<file path="src/pxd_pkg.sv">
// Package of constants and types for the PCI to extended I/O decode block
package pxd_pkg;
  // Configuration offsets
  localparam logic [7:0] OFS_HEADER_TYPE = 8'h0e;
  localparam logic [7:0] OFS_PORT_FWD = 8'h49;
  localparam logic [7:0] OFS_RECOVERY = 8'h4c;
  localparam logic [7:0] OFS_ROM_DEC = 8'h4e;
  // Values after reset and write masks
  localparam logic [7:0] HEADER_TYPE_VAL = 8'h00;
  localparam logic [7:0] PORT_FWD_RST = 8'h00;
  localparam logic [7:0] RECOVERY_RST = 8'h48;
  localparam logic [7:0] ROM_DEC_RST = 8'h08;
  localparam logic [7:0] PORT_FWD_MASK = 8'h7f;
  localparam logic [7:0] RECOVERY_MASK = 8'h78;
  localparam logic [7:0] ROM_DEC_MASK = 8'hfc;
  // Field positions
  localparam int REC_EN_BIT = 6;
  localparam int REC_CODE_LSB = 3;
  localparam int ROM_EXT_BIT = 7;
  localparam int ROM_LOW1_BIT = 6;
  localparam int ROM_LOW0_DEC_BIT = 5;
  localparam int ROM_LOW0_CS_BIT = 4;
  localparam int ROM_FSEG_BIT = 3;
  localparam int ROM_WP_BIT = 2;
  // PCI commands
  localparam logic [3:0] CMD_IO_RD = 4'h2;
  localparam logic [3:0] CMD_IO_WR = 4'h3;
  localparam logic [3:0] CMD_MEM_RD = 4'h6;
  localparam logic [3:0] CMD_MEM_WR = 4'h7;
  // Timing: extended bus clock is the master clock divided by three
  localparam int EXTENDED_BUS_CLOCK_DIV = 3;
  localparam int BASE_GAP_HALF_EXTENDED_BUS_CLOCK = 7;
  localparam int BASE_GAP_CYC = (BASE_GAP_HALF_EXTENDED_BUS_CLOCK * EXTENDED_BUS_CLOCK_DIV + 1) / 2;
  localparam int STROBE_EXTENDED_BUS_CLOCK = 3;
  localparam int STROBE_CYC = STROBE_EXTENDED_BUS_CLOCK * EXTENDED_BUS_CLOCK_DIV;
  localparam int DEVSEL_DELAY_CYC = 2;
  localparam logic [1:0] DEVSEL_TIMING_MEDIUM = 2'h1;
  typedef logic [6:0] pxd_gap_t;

  // Extra extended bus clocks from the recovery register; 000 stands for 8
  function automatic logic [3:0] pxd_extra_extended_bus_clock(input logic [7:0] rec);
    logic [2:0] code;
    code = rec[REC_CODE_LSB +: 3];
    if (!rec[REC_EN_BIT]) begin
      return 4'h0;
    end
    return (code == 3'h0) ? 4'h8 : {1'b0, code};
  endfunction : pxd_extra_extended_bus_clock

  function automatic logic in_range(input logic [31:0] a, input logic [31:0] lo,
                                    input logic [31:0] hi);
    return (a >= lo) && (a <= hi);
  endfunction : in_range
endpackage : pxd_pkg

</file>
<file path="src/pxd_decode.sv">
// Claim and boot ROM select decoder for forwarded PCI cycles
`timescale 1ns/100ps
module pxd_decode (
  input wire logic i_mclk,
  input wire logic i_rst,
  input wire logic [31:0] i_addr,
  input wire logic [3:0] i_cmd,
  input wire logic [7:0] i_port_fwd,
  input wire logic [7:0] i_rom_dec,
  output logic o_claim,
  output logic o_rom_cs,
  output logic o_is_io
);
  import pxd_pkg::*;
  logic io_cmd;
  logic mem_cmd;
  logic mem_wr;
  logic third_parallel_port_hit;
  logic first_serial_port_hit;
  logic ext_hit;
  logic [7:0] port_hit;
  logic low0;
  logic low1;
  logic fseg;
  logic wr_ok;

  assign io_cmd = (i_cmd == CMD_IO_RD) || (i_cmd == CMD_IO_WR);
  assign mem_cmd = (i_cmd == CMD_MEM_RD) || (i_cmd == CMD_MEM_WR);
  assign mem_wr = (i_cmd == CMD_MEM_WR);
  assign third_parallel_port_hit = in_range(i_addr, 32'h0000_0278, 32'h0000_027f)
                 || in_range(i_addr, 32'h0000_0678, 32'h0000_067b);
  assign first_serial_port_hit = in_range(i_addr, 32'h0000_03f8, 32'h0000_03ff);
  assign port_hit[0] = first_serial_port_hit && i_port_fwd[0];
  assign port_hit[1] = in_range(i_addr, 32'h0000_02f8, 32'h0000_02ff) && i_port_fwd[1];
  assign port_hit[2] = in_range(i_addr, 32'h0000_03e8, 32'h0000_03ef) && i_port_fwd[2];
  assign port_hit[3] = in_range(i_addr, 32'h0000_02e8, 32'h0000_02ef) && i_port_fwd[3];
  assign port_hit[4] = (in_range(i_addr, 32'h0000_03bc, 32'h0000_03bf)
                     || in_range(i_addr, 32'h0000_07bc, 32'h0000_07bf)) && i_port_fwd[4];
  assign port_hit[5] = (in_range(i_addr, 32'h0000_0378, 32'h0000_037f)
                     || in_range(i_addr, 32'h0000_0778, 32'h0000_077b)) && i_port_fwd[5];
  assign port_hit[6] = third_parallel_port_hit && i_port_fwd[6];
  assign port_hit[7] = 1'b0;
  // Low regions also answer at their alias just under 4 GB
  assign ext_hit = in_range(i_addr, 32'hfffc_0000, 32'hfffd_ffff);
  assign low0 = in_range(i_addr, 32'h000e_0000, 32'h000e_3fff)
             || in_range(i_addr, 32'hfffe_0000, 32'hfffe_3fff);
  assign low1 = in_range(i_addr, 32'h000e_4000, 32'h000e_ffff)
             || in_range(i_addr, 32'hfffe_4000, 32'hfffe_ffff);
  assign fseg = in_range(i_addr, 32'h000f_0000, 32'h000f_ffff)
             || in_range(i_addr, 32'hffff_0000, 32'hffff_ffff);
  // Writes to ROM space are dropped unless write protect is lifted
  assign wr_ok = !mem_wr || i_rom_dec[ROM_WP_BIT];

  always_comb begin
    o_is_io = io_cmd;
    o_claim = 1'b0;
    o_rom_cs = 1'b0;
    if (io_cmd) begin
      o_claim = |port_hit;
    end else if (mem_cmd && wr_ok) begin
      o_claim = (ext_hit && i_rom_dec[ROM_EXT_BIT])
             || (low1 && i_rom_dec[ROM_LOW1_BIT])
             || (low0 && i_rom_dec[ROM_LOW0_DEC_BIT])
             || (fseg && i_rom_dec[ROM_FSEG_BIT]);
      o_rom_cs = (ext_hit && i_rom_dec[ROM_EXT_BIT])
              || (low1 && i_rom_dec[ROM_LOW1_BIT])
              || (low0 && i_rom_dec[ROM_LOW0_CS_BIT])
              || (fseg && i_rom_dec[ROM_FSEG_BIT]);
    end
  end

  chk_third_parallel_port_gated: assert property (@(posedge i_mclk) disable iff (i_rst)
    (io_cmd && third_parallel_port_hit && !i_port_fwd[6]) |-> !o_claim)
    else $error("third parallel window claimed while disabled");
  chk_first_serial_port_gated: assert property (@(posedge i_mclk) disable iff (i_rst)
    (io_cmd && first_serial_port_hit) |-> (o_claim == i_port_fwd[0]))
    else $error("first serial window claim mismatch");
  chk_write_protect: assert property (@(posedge i_mclk) disable iff (i_rst)
    (mem_wr && !i_rom_dec[ROM_WP_BIT]) |-> !(o_claim || o_rom_cs))
    else $error("protected ROM write claimed");
  chk_ext_rom_sel: assert property (@(posedge i_mclk) disable iff (i_rst)
    ((i_cmd == CMD_MEM_RD) && ext_hit) |-> (o_rom_cs == i_rom_dec[ROM_EXT_BIT]))
    else $error("extended ROM select mismatch");
endmodule : pxd_decode

</file>
<file path="src/pxd_recovery.sv">
// Recovery gap timer between 8-bit I/O commands on the extended bus
`timescale 1ns/100ps
module pxd_recovery (
  input wire logic i_mclk,
  input wire logic i_rst,
  input wire logic i_end,
  input wire logic i_sub,
  input wire logic [7:0] i_recovery,
  output logic o_ready
);
  import pxd_pkg::*;
  pxd_gap_t gap_reg;
  pxd_gap_t gap_load;

  // Sub-cycles of one wide access get only the fixed gap
  assign gap_load = i_sub ? pxd_gap_t'(BASE_GAP_CYC)
                  : pxd_gap_t'(BASE_GAP_CYC) + pxd_gap_t'(pxd_extra_extended_bus_clock(i_recovery))
                  * pxd_gap_t'(EXTENDED_BUS_CLOCK_DIV);
  assign o_ready = (gap_reg == '0);

  always_ff @(posedge i_mclk or posedge i_rst) begin
    if (i_rst) begin
      gap_reg <= '0;
    end else if (i_end) begin
      gap_reg <= gap_load;
    end else if (gap_reg != '0) begin
      gap_reg <= gap_reg - 7'h01;
    end
  end

  chk_gap_loaded: assert property (@(posedge i_mclk) disable iff (i_rst)
    (i_end && !i_sub) |=> (gap_reg == pxd_gap_t'(BASE_GAP_CYC)
      + pxd_gap_t'(pxd_extra_extended_bus_clock($past(i_recovery))) * pxd_gap_t'(EXTENDED_BUS_CLOCK_DIV)))
    else $error("recovery gap loaded wrong");
  chk_sub_gap: assert property (@(posedge i_mclk) disable iff (i_rst)
    (i_end && i_sub) |=> (gap_reg == pxd_gap_t'(BASE_GAP_CYC)))
    else $error("sub-cycle gap carries extra delay");
endmodule : pxd_recovery

</file>
<file path="src/pxd_bridge.sv">
// Decode, claim and recovery control of the PCI to extended I/O bridge
`timescale 1ns/100ps
module pxd_bridge (
  input wire logic i_mclk,
  input wire logic i_rst,
  input wire logic i_cfg_wr,
  input wire logic i_cfg_rd,
  input wire logic [7:0] i_cfg_addr,
  input wire logic [7:0] i_cfg_wdata,
  output logic [7:0] o_cfg_rdata,
  input wire logic i_cyc_valid,
  input wire logic [31:0] i_cyc_addr,
  input wire logic [3:0] i_cyc_cmd,
  input wire logic [2:0] i_cyc_bytes,
  output logic o_devsel_n,
  output logic [1:0] o_devsel_timing,
  output logic o_busy,
  output logic o_done,
  output logic o_extended_bus_clock,
  output logic [31:0] o_ext_addr,
  output logic o_io_read_strobe_n,
  output logic o_io_write_strobe_n,
  output logic o_mem_read_strobe_n,
  output logic o_mem_write_strobe_n,
  output logic o_boot_rom_chip_select_n
);
  import pxd_pkg::*;

  typedef enum logic [2:0] {ST_IDLE, ST_MED, ST_WAIT, ST_STROBE, ST_DONE} pxd_state_t;

  pxd_state_t state_reg;
  logic [7:0] port_fwd_reg;
  logic [7:0] recovery_reg;
  logic [7:0] rom_dec_reg;
  logic claim;
  logic rom_cs;
  logic is_io;
  logic io_cyc_reg;
  logic wr_cyc_reg;
  logic cs_cyc_reg;
  logic [2:0] left_reg;
  logic [3:0] strobe_cnt_reg;
  logic [1:0] div_reg;
  logic rec_ready;
  logic strobe_end;
  logic sub_next;
  logic [4:0] since_rise_reg;
  logic io_strobe_n;

  // Configuration writes; reserved and 16-bit recovery bits never store
  always_ff @(posedge i_mclk or posedge i_rst) begin
    if (i_rst) begin
      port_fwd_reg <= PORT_FWD_RST;
      recovery_reg <= RECOVERY_RST;
      rom_dec_reg <= ROM_DEC_RST;
    end else if (i_cfg_wr) begin
      if (i_cfg_addr == OFS_PORT_FWD) begin
        port_fwd_reg <= i_cfg_wdata & PORT_FWD_MASK;
      end
      if (i_cfg_addr == OFS_RECOVERY) begin
        recovery_reg <= i_cfg_wdata & RECOVERY_MASK;
      end
      if (i_cfg_addr == OFS_ROM_DEC) begin
        rom_dec_reg <= i_cfg_wdata & ROM_DEC_MASK;
      end
    end
  end

  // Read data comes from a flop one cycle after the read
  always_ff @(posedge i_mclk or posedge i_rst) begin
    if (i_rst) begin
      o_cfg_rdata <= 8'h00;
    end else if (i_cfg_rd) begin
      unique case (i_cfg_addr)
        OFS_HEADER_TYPE: o_cfg_rdata <= HEADER_TYPE_VAL;
        OFS_PORT_FWD: o_cfg_rdata <= port_fwd_reg;
        OFS_RECOVERY: o_cfg_rdata <= recovery_reg;
        OFS_ROM_DEC: o_cfg_rdata <= rom_dec_reg;
        default: o_cfg_rdata <= 8'h00;
      endcase
    end
  end

  pxd_decode u_decode (
    .i_mclk(i_mclk),
    .i_rst(i_rst),
    .i_addr(i_cyc_addr),
    .i_cmd(i_cyc_cmd),
    .i_port_fwd(port_fwd_reg),
    .i_rom_dec(rom_dec_reg),
    .o_claim(claim),
    .o_rom_cs(rom_cs),
    .o_is_io(is_io)
  );

  pxd_recovery u_recovery (
    .i_mclk(i_mclk),
    .i_rst(i_rst),
    .i_end(strobe_end),
    .i_sub(sub_next),
    .i_recovery(recovery_reg),
    .o_ready(rec_ready)
  );

  // Free running extended bus clock; strobes are timed in master clocks
  always_ff @(posedge i_mclk or posedge i_rst) begin
    if (i_rst) begin
      div_reg <= 2'h0;
      o_extended_bus_clock <= 1'b0;
    end else begin
      div_reg <= (div_reg == 2'(EXTENDED_BUS_CLOCK_DIV - 1)) ? 2'h0 : div_reg + 2'h1;
      o_extended_bus_clock <= (div_reg == 2'h0);
    end
  end

  assign strobe_end = (state_reg == ST_STROBE) && (strobe_cnt_reg == 4'h1) && io_cyc_reg;
  assign sub_next = (left_reg != 3'h1);
  assign o_busy = (state_reg != ST_IDLE);
  assign o_devsel_timing = DEVSEL_TIMING_MEDIUM;

  always_ff @(posedge i_mclk or posedge i_rst) begin
    if (i_rst) begin
      state_reg <= ST_IDLE;
      io_cyc_reg <= 1'b0;
      wr_cyc_reg <= 1'b0;
      cs_cyc_reg <= 1'b0;
      left_reg <= 3'h0;
      strobe_cnt_reg <= 4'h0;
      o_ext_addr <= 32'h0000_0000;
      o_devsel_n <= 1'b1;
      o_done <= 1'b0;
    end else begin
      o_done <= 1'b0;
      unique case (state_reg)
        ST_IDLE: begin
          // Unclaimed cycles are left alone on PCI
          if (i_cyc_valid && claim) begin
            state_reg <= ST_MED;
            io_cyc_reg <= is_io;
            wr_cyc_reg <= i_cyc_cmd[0];
            cs_cyc_reg <= rom_cs;
            left_reg <= (i_cyc_bytes == 3'h0) ? 3'h1 : i_cyc_bytes;
            o_ext_addr <= i_cyc_addr;
          end
        end
        ST_MED: begin
          o_devsel_n <= 1'b0;
          state_reg <= ST_WAIT;
        end
        ST_WAIT: begin
          // Memory cycles are not subject to I/O recovery
          if (rec_ready || !io_cyc_reg) begin
            state_reg <= ST_STROBE;
            strobe_cnt_reg <= 4'(STROBE_CYC);
          end
        end
        ST_STROBE: begin
          strobe_cnt_reg <= strobe_cnt_reg - 4'h1;
          if (strobe_cnt_reg == 4'h1) begin
            left_reg <= left_reg - 3'h1;
            if (left_reg == 3'h1) begin
              state_reg <= ST_DONE;
            end else begin
              state_reg <= ST_WAIT;
              o_ext_addr <= o_ext_addr + 32'h1;
            end
          end
        end
        ST_DONE: begin
          o_devsel_n <= 1'b1;
          o_done <= 1'b1;
          state_reg <= ST_IDLE;
        end
      endcase
    end
  end

  // Strobes drive from flops so they stay glitch free on the bus
  always_ff @(posedge i_mclk or posedge i_rst) begin
    if (i_rst) begin
      o_io_read_strobe_n <= 1'b1;
      o_io_write_strobe_n <= 1'b1;
      o_mem_read_strobe_n <= 1'b1;
      o_mem_write_strobe_n <= 1'b1;
      o_boot_rom_chip_select_n <= 1'b1;
    end else begin
      o_io_read_strobe_n <= 1'b1;
      o_io_write_strobe_n <= 1'b1;
      o_mem_read_strobe_n <= 1'b1;
      o_mem_write_strobe_n <= 1'b1;
      o_boot_rom_chip_select_n <= 1'b1;
      if ((state_reg == ST_WAIT && (rec_ready || !io_cyc_reg))
          || (state_reg == ST_STROBE && strobe_cnt_reg != 4'h1)) begin
        o_io_read_strobe_n <= !(io_cyc_reg && !wr_cyc_reg);
        o_io_write_strobe_n <= !(io_cyc_reg && wr_cyc_reg);
        o_mem_read_strobe_n <= !(!io_cyc_reg && !wr_cyc_reg);
        o_mem_write_strobe_n <= !(!io_cyc_reg && wr_cyc_reg);
        o_boot_rom_chip_select_n <= !cs_cyc_reg;
      end
    end
  end

  // Helper: master clocks since the last I/O command went inactive
  assign io_strobe_n = o_io_read_strobe_n && o_io_write_strobe_n;
  always_ff @(posedge i_mclk or posedge i_rst) begin
    if (i_rst) begin
      since_rise_reg <= 5'h1f;
    end else if (!io_strobe_n) begin
      since_rise_reg <= 5'h00;
    end else if (since_rise_reg != 5'h1f) begin
      since_rise_reg <= since_rise_reg + 5'h01;
    end
  end

  chk_header_zero: assert property (@(posedge i_mclk) disable iff (i_rst)
    (i_cfg_rd && i_cfg_addr == OFS_HEADER_TYPE) |=> (o_cfg_rdata == 8'h00))
    else $error("header type not zero");
  chk_rec_low_zero: assert property (@(posedge i_mclk) disable iff (i_rst)
    (i_cfg_rd && i_cfg_addr == OFS_RECOVERY) |=> (o_cfg_rdata[2:0] == 3'h0))
    else $error("16-bit recovery bits not zero");
  chk_devsel_medium: assert property (@(posedge i_mclk) disable iff (i_rst)
    (state_reg == ST_IDLE && i_cyc_valid && claim) |-> ##2 !o_devsel_n)
    else $error("device select not medium timing");
  chk_no_claim: assert property (@(posedge i_mclk) disable iff (i_rst)
    (state_reg == ST_IDLE && i_cyc_valid && !claim) |=> (state_reg == ST_IDLE))
    else $error("unclaimed cycle taken");
  chk_base_gap: assert property (@(posedge i_mclk) disable iff (i_rst)
    ($fell(io_strobe_n) && since_rise_reg != 5'h1f)
      |-> (since_rise_reg >= 5'(BASE_GAP_CYC)))
    else $error("I/O recovery gap too short");
  chk_done_release: assert property (@(posedge i_mclk) disable iff (i_rst)
    o_done |-> (o_devsel_n && state_reg == ST_IDLE))
    else $error("device select held after done");
endmodule : pxd_bridge

</file>
<file path="config.mk">
export PLATFORM = sky130hd
export DESIGN_NAME = pxd_bridge
export DESIGN_NICKNAME = d
export VERILOG_FILES = /design/src/pxd_pkg.sv /design/src/pxd_decode.sv /design/src/pxd_recovery.sv /design/src/pxd_bridge.sv
export SDC_FILE = /design/constraint.sdc
export NUM_CORES = 1
export LEC_CHECK = 0
export ABC_AREA = 1
export BUFFER_PORTS_ARGS = -buffer_cell sky130_fd_sc_hd__buf_2
export CORE_MARGIN = 8
export CORE_UTILIZATION = 42
export DETAILED_ROUTE_END_ITERATION = 8
export PLACE_DENSITY = 0.59
export SETUP_SLACK_MARGIN = 0.1
export SYNTH_ARGS = -nofsm -noshare
export SYNTH_HDL_FRONTEND = slang
export SYNTH_SLANG_ARGS = --single-unit
</file>
<file path="constraint.sdc">
create_clock -name i_mclk -period 3.3 [get_ports i_mclk]
set_input_delay 0.66 -clock i_mclk [delete_from_list [all_inputs] [get_ports i_mclk]]
set_output_delay 0.66 -clock i_mclk [all_outputs]
set_load 0.02 [all_outputs]
</file>
# ---- Word-level counts from Yosys, hierarchy flattened
# Index checks and enable logic that the tools add are counted.
dict set report op_classes {
  magnitude_cmp 34
  mux 33
  add_sub_neg 6
  n_reduce_logical 83
  n_mul 1
  eq_ne 20
}
# cell count
set ops {}
lappend ops {{$ge 32x10->1 const B} 7}
lappend ops {{$le 32x10->1 const B} 7}
lappend ops {{$ge 32x32->1 const B} 4}
lappend ops {{$le 32x32->1 const B} 4}
lappend ops {{$ge 32x11->1 const B} 3}
lappend ops {{$ge 32x20->1 const B} 3}
lappend ops {{$le 32x11->1 const B} 3}
lappend ops {{$le 32x20->1 const B} 3}
lappend ops {{$mux 32} 3}
lappend ops {{$pmux 32 s2} 1}
lappend ops {{$logic_and 1x1->1} 39}
lappend ops {{$add 32x1->32 const B} 1}
lappend ops {{$eq 8x7->1 const B} 3}
lappend ops {{$pmux 8 s3} 1}
lappend ops {{$mux 3} 7}
lappend ops {{$mux 7} 3}
lappend ops {{$logic_or 1x1->1} 16}
lappend ops {{$pmux 3 s5} 1}
lappend ops {{$mux 4} 3}
lappend ops {{$mux 1} 10}
lappend ops {{$reduce_and 2->1} 5}
lappend ops {{$logic_not 3->1} 3}
lappend ops {{$eq 4x2->1 const B} 2}
lappend ops {{$eq 4x3->1 const B} 2}
lappend ops {{other kinds (28)} 43}
dict set report totals {
  output_inout_bits 51
  in_bits 60
  reg_bits 87
}

# ---- Logic depth before layout (Yosys ltp)
dict set report logic_depth {
  word_depth 12
  mapped_depth 20
  depth_no_buf 19
}

# ---- Hierarchy
# From an unflattened synthesis, not the netlist that was laid out.
dict set report hier_totals {
  hier_cells 962
  hier_area_um2 6114.6
}
# module cells_per_inst area_per_inst_um2 instances
set by_module_without_submodules {}
lappend by_module_without_submodules {pxd_bridge 671 4631.9 1}
lappend by_module_without_submodules {pxd_decode 202 872.1 1}
lappend by_module_without_submodules {pxd_recovery 89 610.6 1}

# ---- Least setup slack after synthesis
# No wires, ideal clock.
dict set report synth_timing {
  path_type {input-to-reg}
  start {input port i_cyc_addr[30]}
  end {register state_reg[1]}
  required_time_ns 3.174
  setup_ns 0.126
  path_slack_ns 1.154
  arrival_ns 2.020
  path_stages 16
  path_buffers 2
  path_cell_list {nor2_2 -> nand2_1 -> nor2_4 -> nand2_2 -> nor2_2 -> o21ai_1 -> nand3_1 -> nand2_1 -> nor2_1 -> nand2_1 -> nand3_2 -> nand2_4 -> buf_8 -> buf_8 -> nand3_1 -> nand2_1}
}
dict set report synth_between {
  elab_chain_len 12
  elab_cells_between_ends 77
  cone_classes {order compare (34); eq/ne (1); mux (2); reduce/logical (40)}
}
# item line
set synth_lines {}
lappend synth_lines {{start: declaration} pxd_bridge.sv:12} ;# input wire logic [31:0] i_cyc_addr,
lappend synth_lines {{$ge 32x20->1, or another cell as far along} pxd_pkg.sv:52} ;# return (a >= lo) && (a <= hi);
lappend synth_lines {{$logic_and 1x1->1} pxd_pkg.sv:52}
lappend synth_lines {{$logic_or 1x1->1} pxd_decode.sv:48} ;# || in_range(i_addr, 32'hfffe_4000, 32'hfffe_ffff);
lappend synth_lines {{$logic_and 1x1->1} pxd_decode.sv:62} ;# || (low1 && i_rom_dec[ROM_LOW1_BIT])
lappend synth_lines {{$logic_or 1x1->1} pxd_decode.sv:62}
lappend synth_lines {{$logic_or 1x1->1} pxd_decode.sv:63} ;# || (low0 && i_rom_dec[ROM_LOW0_DEC_BIT])
lappend synth_lines {{$logic_or 1x1->1} pxd_decode.sv:64} ;# || (fseg && i_rom_dec[ROM_FSEG_BIT]);
lappend synth_lines {{$mux 1} pxd_decode.sv:60} ;# end else if (mem_cmd && wr_ok) begin
lappend synth_lines {{$mux 1 *} pxd_decode.sv:58} ;# if (io_cmd) begin
lappend synth_lines {{$logic_and 1x1->1 *} pxd_bridge.sv:137} ;# if (i_cyc_valid && claim) begin
lappend synth_lines {{$ne 2x2->1 (no source line) *} --}
lappend synth_lines {{$reduce_and 3->1 (no source line) *} --}
lappend synth_lines {{end signal: assignment} pxd_bridge.sv:138} ;# state_reg <= ST_MED;
lappend synth_lines {{end signal: assignment} pxd_bridge.sv:148} ;# state_reg <= ST_WAIT;
lappend synth_lines {{end signal: assignment} pxd_bridge.sv:153} ;# state_reg <= ST_STROBE;
lappend synth_lines {{end: declaration} pxd_bridge.sv:31} ;# pxd_state_t state_reg;
# Every way passes the cells marked *; elsewhere a longest branch is shown, timed or not.
# A chain may end at the register's enable or synchronous reset.

# ---- Worst setup path after layout
dict set report layout_timing {
  start {input port i_cyc_addr[29]}
  end {register o_ext_addr[23]}
}
dict set report layout_between {
  elab_chain_len 12
  elab_cells_between_ends 77
  cone_classes {order compare (34); eq/ne (1); mux (2); reduce/logical (40)}
}
# item line
set layout_lines {}
lappend layout_lines {{$ge 32x20->1, or another cell as far along} pxd_pkg.sv:52}
lappend layout_lines {{$logic_and 1x1->1} pxd_pkg.sv:52}
lappend layout_lines {{$logic_or 1x1->1} pxd_decode.sv:48}
lappend layout_lines {{$logic_and 1x1->1} pxd_decode.sv:62}
lappend layout_lines {{$logic_or 1x1->1} pxd_decode.sv:62}
lappend layout_lines {{$logic_or 1x1->1} pxd_decode.sv:63}
lappend layout_lines {{$logic_or 1x1->1} pxd_decode.sv:64}
lappend layout_lines {{$mux 1} pxd_decode.sv:60}
lappend layout_lines {{$mux 1 *} pxd_decode.sv:58}
lappend layout_lines {{$logic_and 1x1->1 *} pxd_bridge.sv:137}
lappend layout_lines {{$ne 2x2->1 (no source line) *} --}
lappend layout_lines {{$reduce_and 4->1 (no source line) *} --}
lappend layout_lines {{end signal: assignment} pxd_bridge.sv:143} ;# o_ext_addr <= i_cyc_addr;
lappend layout_lines {{end signal: assignment} pxd_bridge.sv:165} ;# o_ext_addr <= o_ext_addr + 32'h1;
lappend layout_lines {{end: declaration} pxd_bridge.sv:20} ;# output logic [31:0] o_ext_addr,
# Marked as above.

==> results.md <==
- The flow ran to the end, and the final reports show no timing, DRC or antenna violations.
- The total via count after detailed routing is 6097.
- The required arrival time at the worst endpoint is 3.53 ns.
- The deepest level of the CTS H-tree is 3.
- The area growth from synthesis to layout is 16.4%.
- During placement, the flow inserted port buffers numbering 108.
- The achievable clock frequency is 372 MHz.
- The post-cts repair resize count is 0.
- The total die area is 18400 sq um.
- The aggregate global-route resource usage is 20.5%.
- The path category of the worst min-delay check is in -> async.
- The layout has 1482 filler cells.
- Setup repair after global routing left no endpoint under its margin.
- The category of the worst setup path launch point is a primary input.
- After legalization and detailed placement, the total HPWL measured 14000 um.
- Among all cell types in the netlist, the one instantiated most often is nand2_1.
- The cell at the root of the clock tree is clkbuf_16.
- The ratio of routed vias to standard cells is 5.15.
- Once detail routing completed, the nets flagged for antenna violations numbered 0.
- Routability-driven placement finished with a final weighted congestion of 0.969.
- Walking the worst path, the cells encountered are buf_2 > nor2_2 > nand2_1 > nor2_4 > nand2_2 > nor2_2 > nand2_1 > nand2_1 > nand3_1 > nand2_1 > nor2_1 > nand2_1 > nand3_2 > nand2_4 > nand3_4 > nand2_1 > nand2_1.
- Ranked by total cell area, the synthesized netlist is headed by dfrtp_1 32%, nand2_1 19%, inv_1 6.4%.
- The first detailed-routing pass ran for 7 iterations.
- The flip-flop count of the largest register after layout is 32.
- Timing analysis after detailed placement gives a worst setup slack of 0.302 ns.
- The count of buffer and inverter cells on the critical path is 1.
- The die height is 136 um.
- Setup violations remaining at the end of the flow were counted as 0.
- The post-cts hold buffer count is 0.
- In this run, placement finished with an instance count of 1168.
- 111 I/O pins were placed.
- The cell area that synthesis handed to floorplanning was 6000 sq um.
- The area of all placed cells without fillers is 6990 sq um.
- Counting the buffers created by CTS gives 9.
- The synthesized design devotes to its leading area cell type 32.1% of total area.
- The final-report hold violation count is 0.
- Entering global routing, the biggest net connects 54 pins.
- In the final timing run, aggregate negative setup slack is 0 ns.
- The number of slew-limit violations in the final report is 0.
- The worst slew margin relative to its limit is 43.9%.
- By startpoint and endpoint, the worst setup path is classified as in -> reg.
- For this block, the initial DRC count from the detailed router was 415.
- The post-route clock skew is 0.0110 ns.
- The Yosys step of the flow raised 0 warnings.
- The setup check on the worst reg-to-reg path leaves a slack of 0.90 ns.
- The first global-routing pass estimated 30200 um of wire.
- The largest single stage delay on the critical path is 0.38 ns.
- The number of global-route vias before repair is 5816.
- The synthesized instance count is 897.
- The routed design has 18300 um of wire.
- The total power per unit cell area is 767 nW/um^2.
- The clock insertion delay at the later pin of the skew report is 0.35 ns.
- The sequential area share after synthesis is 36.0%.
- Across the VDD grid, the largest voltage drop is 0.329 mV.
- The die boundary width is 136 um.
- The TritonCTS clock tree is built.
- The placement-stage cell area is 6690 sq um.
- In this run the core area contains 43 standard-cell rows.
- The netlist uses 41 different library cells.
- The core region area is 13900 sq um.
- The critical path depth is 17.
- After layout, the worst setup slack is 0.613 ns.
- The worst setup path is captured at a flip-flop.
- The initial antenna violation count is 0.
- The smallest clock period supported by the final layout is computed as 2.69 ns.
- In the routed design, unresolved DRC markers number 0.
- The largest registers in the layout are o_ext_addr (32), o_cfg_rdata (8).
- The largest area contributor in the netlist is dfrtp_1.
- At the pin with the least slew margin, the transition time is 0.839 ns.
- The post-CTS setup repair buffer count is 0.
- The total nets after synthesis is 966.
- For this run, asynchronously set or reset flops after synthesis account for 100%.
- Yosys mapped a number of flops with a built-in enable equal to 0.
- For this design the static power due to leakage is 3.61 nW.
- Broken down by cell family, the worst path's largest delay share belongs to simple AND/OR/NAND/NOR gates.
- The most frequent cell on the critical path is nand2_1.
- Across the run, the number of max-cap violations was 0.
- The data arrival time of the critical path is 2.91 ns.
- Once layout is complete, the cells apart from fillers number 1184.
- The worst register-to-register path has a depth of 11.
- The clock net in this run drives a total of 86 sinks.
- The commonest cells after synthesis are 307 x nand2_1, 102 x inv_1, 77 x dfrtp_1.
- Each instance of the synthesized netlist takes up on average 6.69 sq um.
- The number of buffers on the longest clock path is 2.
- Summed over all layers, the global routing overflow is 0.
- In the final layout, the share of cells above drive strength 1 is 17.3%.
- The routed length per instance is 15.4 um.
- The most used flip-flop cell after synthesis is dfrtp_1.
- The slowest stage of the critical path is the nand3_4 cell.
- The maximum fanout encountered on the critical timing path is 32.
- The completed layout was analyzed and its total power is 5.36 mW.
- The register with the most flip-flops is o_ext_addr.
- The starting utilization of the core area is 43.1%.
- The number of synthesized register bits is 86.
- The share of the clock period used by the worst path after layout is 81.4%.
- The number of antenna diodes in the final layout is 0.
- At the end of the flow, the number of nets in the layout was 1068.
- The clock-pin transition on the worst setup and hold timing paths is 0.07 ns.
==> final timing paths <==
check | end | from
hold / removal | left_reg[2] | i_rst
hold reg to reg | div_reg[0] | div_reg[1]
min in group i_mclk | div_reg[0] | div_reg[1]
setup / recovery | o_ext_addr[23] | i_cyc_addr[29]
max in group asynchronous | rom_dec_reg[3] | i_rst
setup reg to reg | o_ext_addr[23] | state_reg[2]
==> placed cells by master (no fill, tap or decap), types with 3 or more instances in the layout <==
cell type and count:
dfstp_2 9, nor4_1 9, nor3_1 28, xnor2_1 6
o21ai_1 7, nand4_1 43, nand2_2 5, inv_1 101
a21oi_1 17, nor2_4 4, buf_4 7, nor2_1 72
inv_2 8, clkbuf_16 9, ha_1 9, nor2_2 7
a31oi_1 4, o21ai_0 56, xor2_1 18, buf_2 108
nand3_1 56, nand2_1 307, nor3_2 3, o31ai_1 4
o22ai_1 3, o21a_1 3, dfrtp_1 77
==> routing by layer <==
layer	global-route usage, %	wire length [um]
met2	30.2	7680
met5	0	0
met1	29.4	9120
met4	5.68	221
met3	4.30	1230
==> stage by stage <==
step	hold WS, ns	utilization [%]
after floorplan	0.376	-
after global placement	0.417	48.0
after detailed placement	0.417	48.0
after CTS	0.402	50.1
after global routing	0.416	50.1
final	0.372	50.1
==> where the power goes <==
part           internal, mW  leakage, nW  switching (mW)  total [mW]
Combinational         0.799         2.40            1.72        2.52
Sequential             1.41         1.06           0.378        1.78
Clock                 0.614        0.147           0.438        1.05
==> layout make-up <==
cell class	count	area, sq um	area share (%)
multi-input combinational	674	3260	46.7
sequential	86	2160	31.0
timing repair buffer	116	613	8.77
inverter	112	422	6.03
clock buffer	12	246	3.53
tap	180	225	3.22
clock inverter	4	56.3	0.806
==> cell families after synthesis <==
family / share of synthesized area, %
buf+inv: 9.61
compound gates: 8.69
flops: 36.0
other cells: 0.125
fa+ha+maj: 1.88
mux: 0.188
simple gates: 40.0
xor+xnor: 3.50
Power figures use the tool's default switching activity.
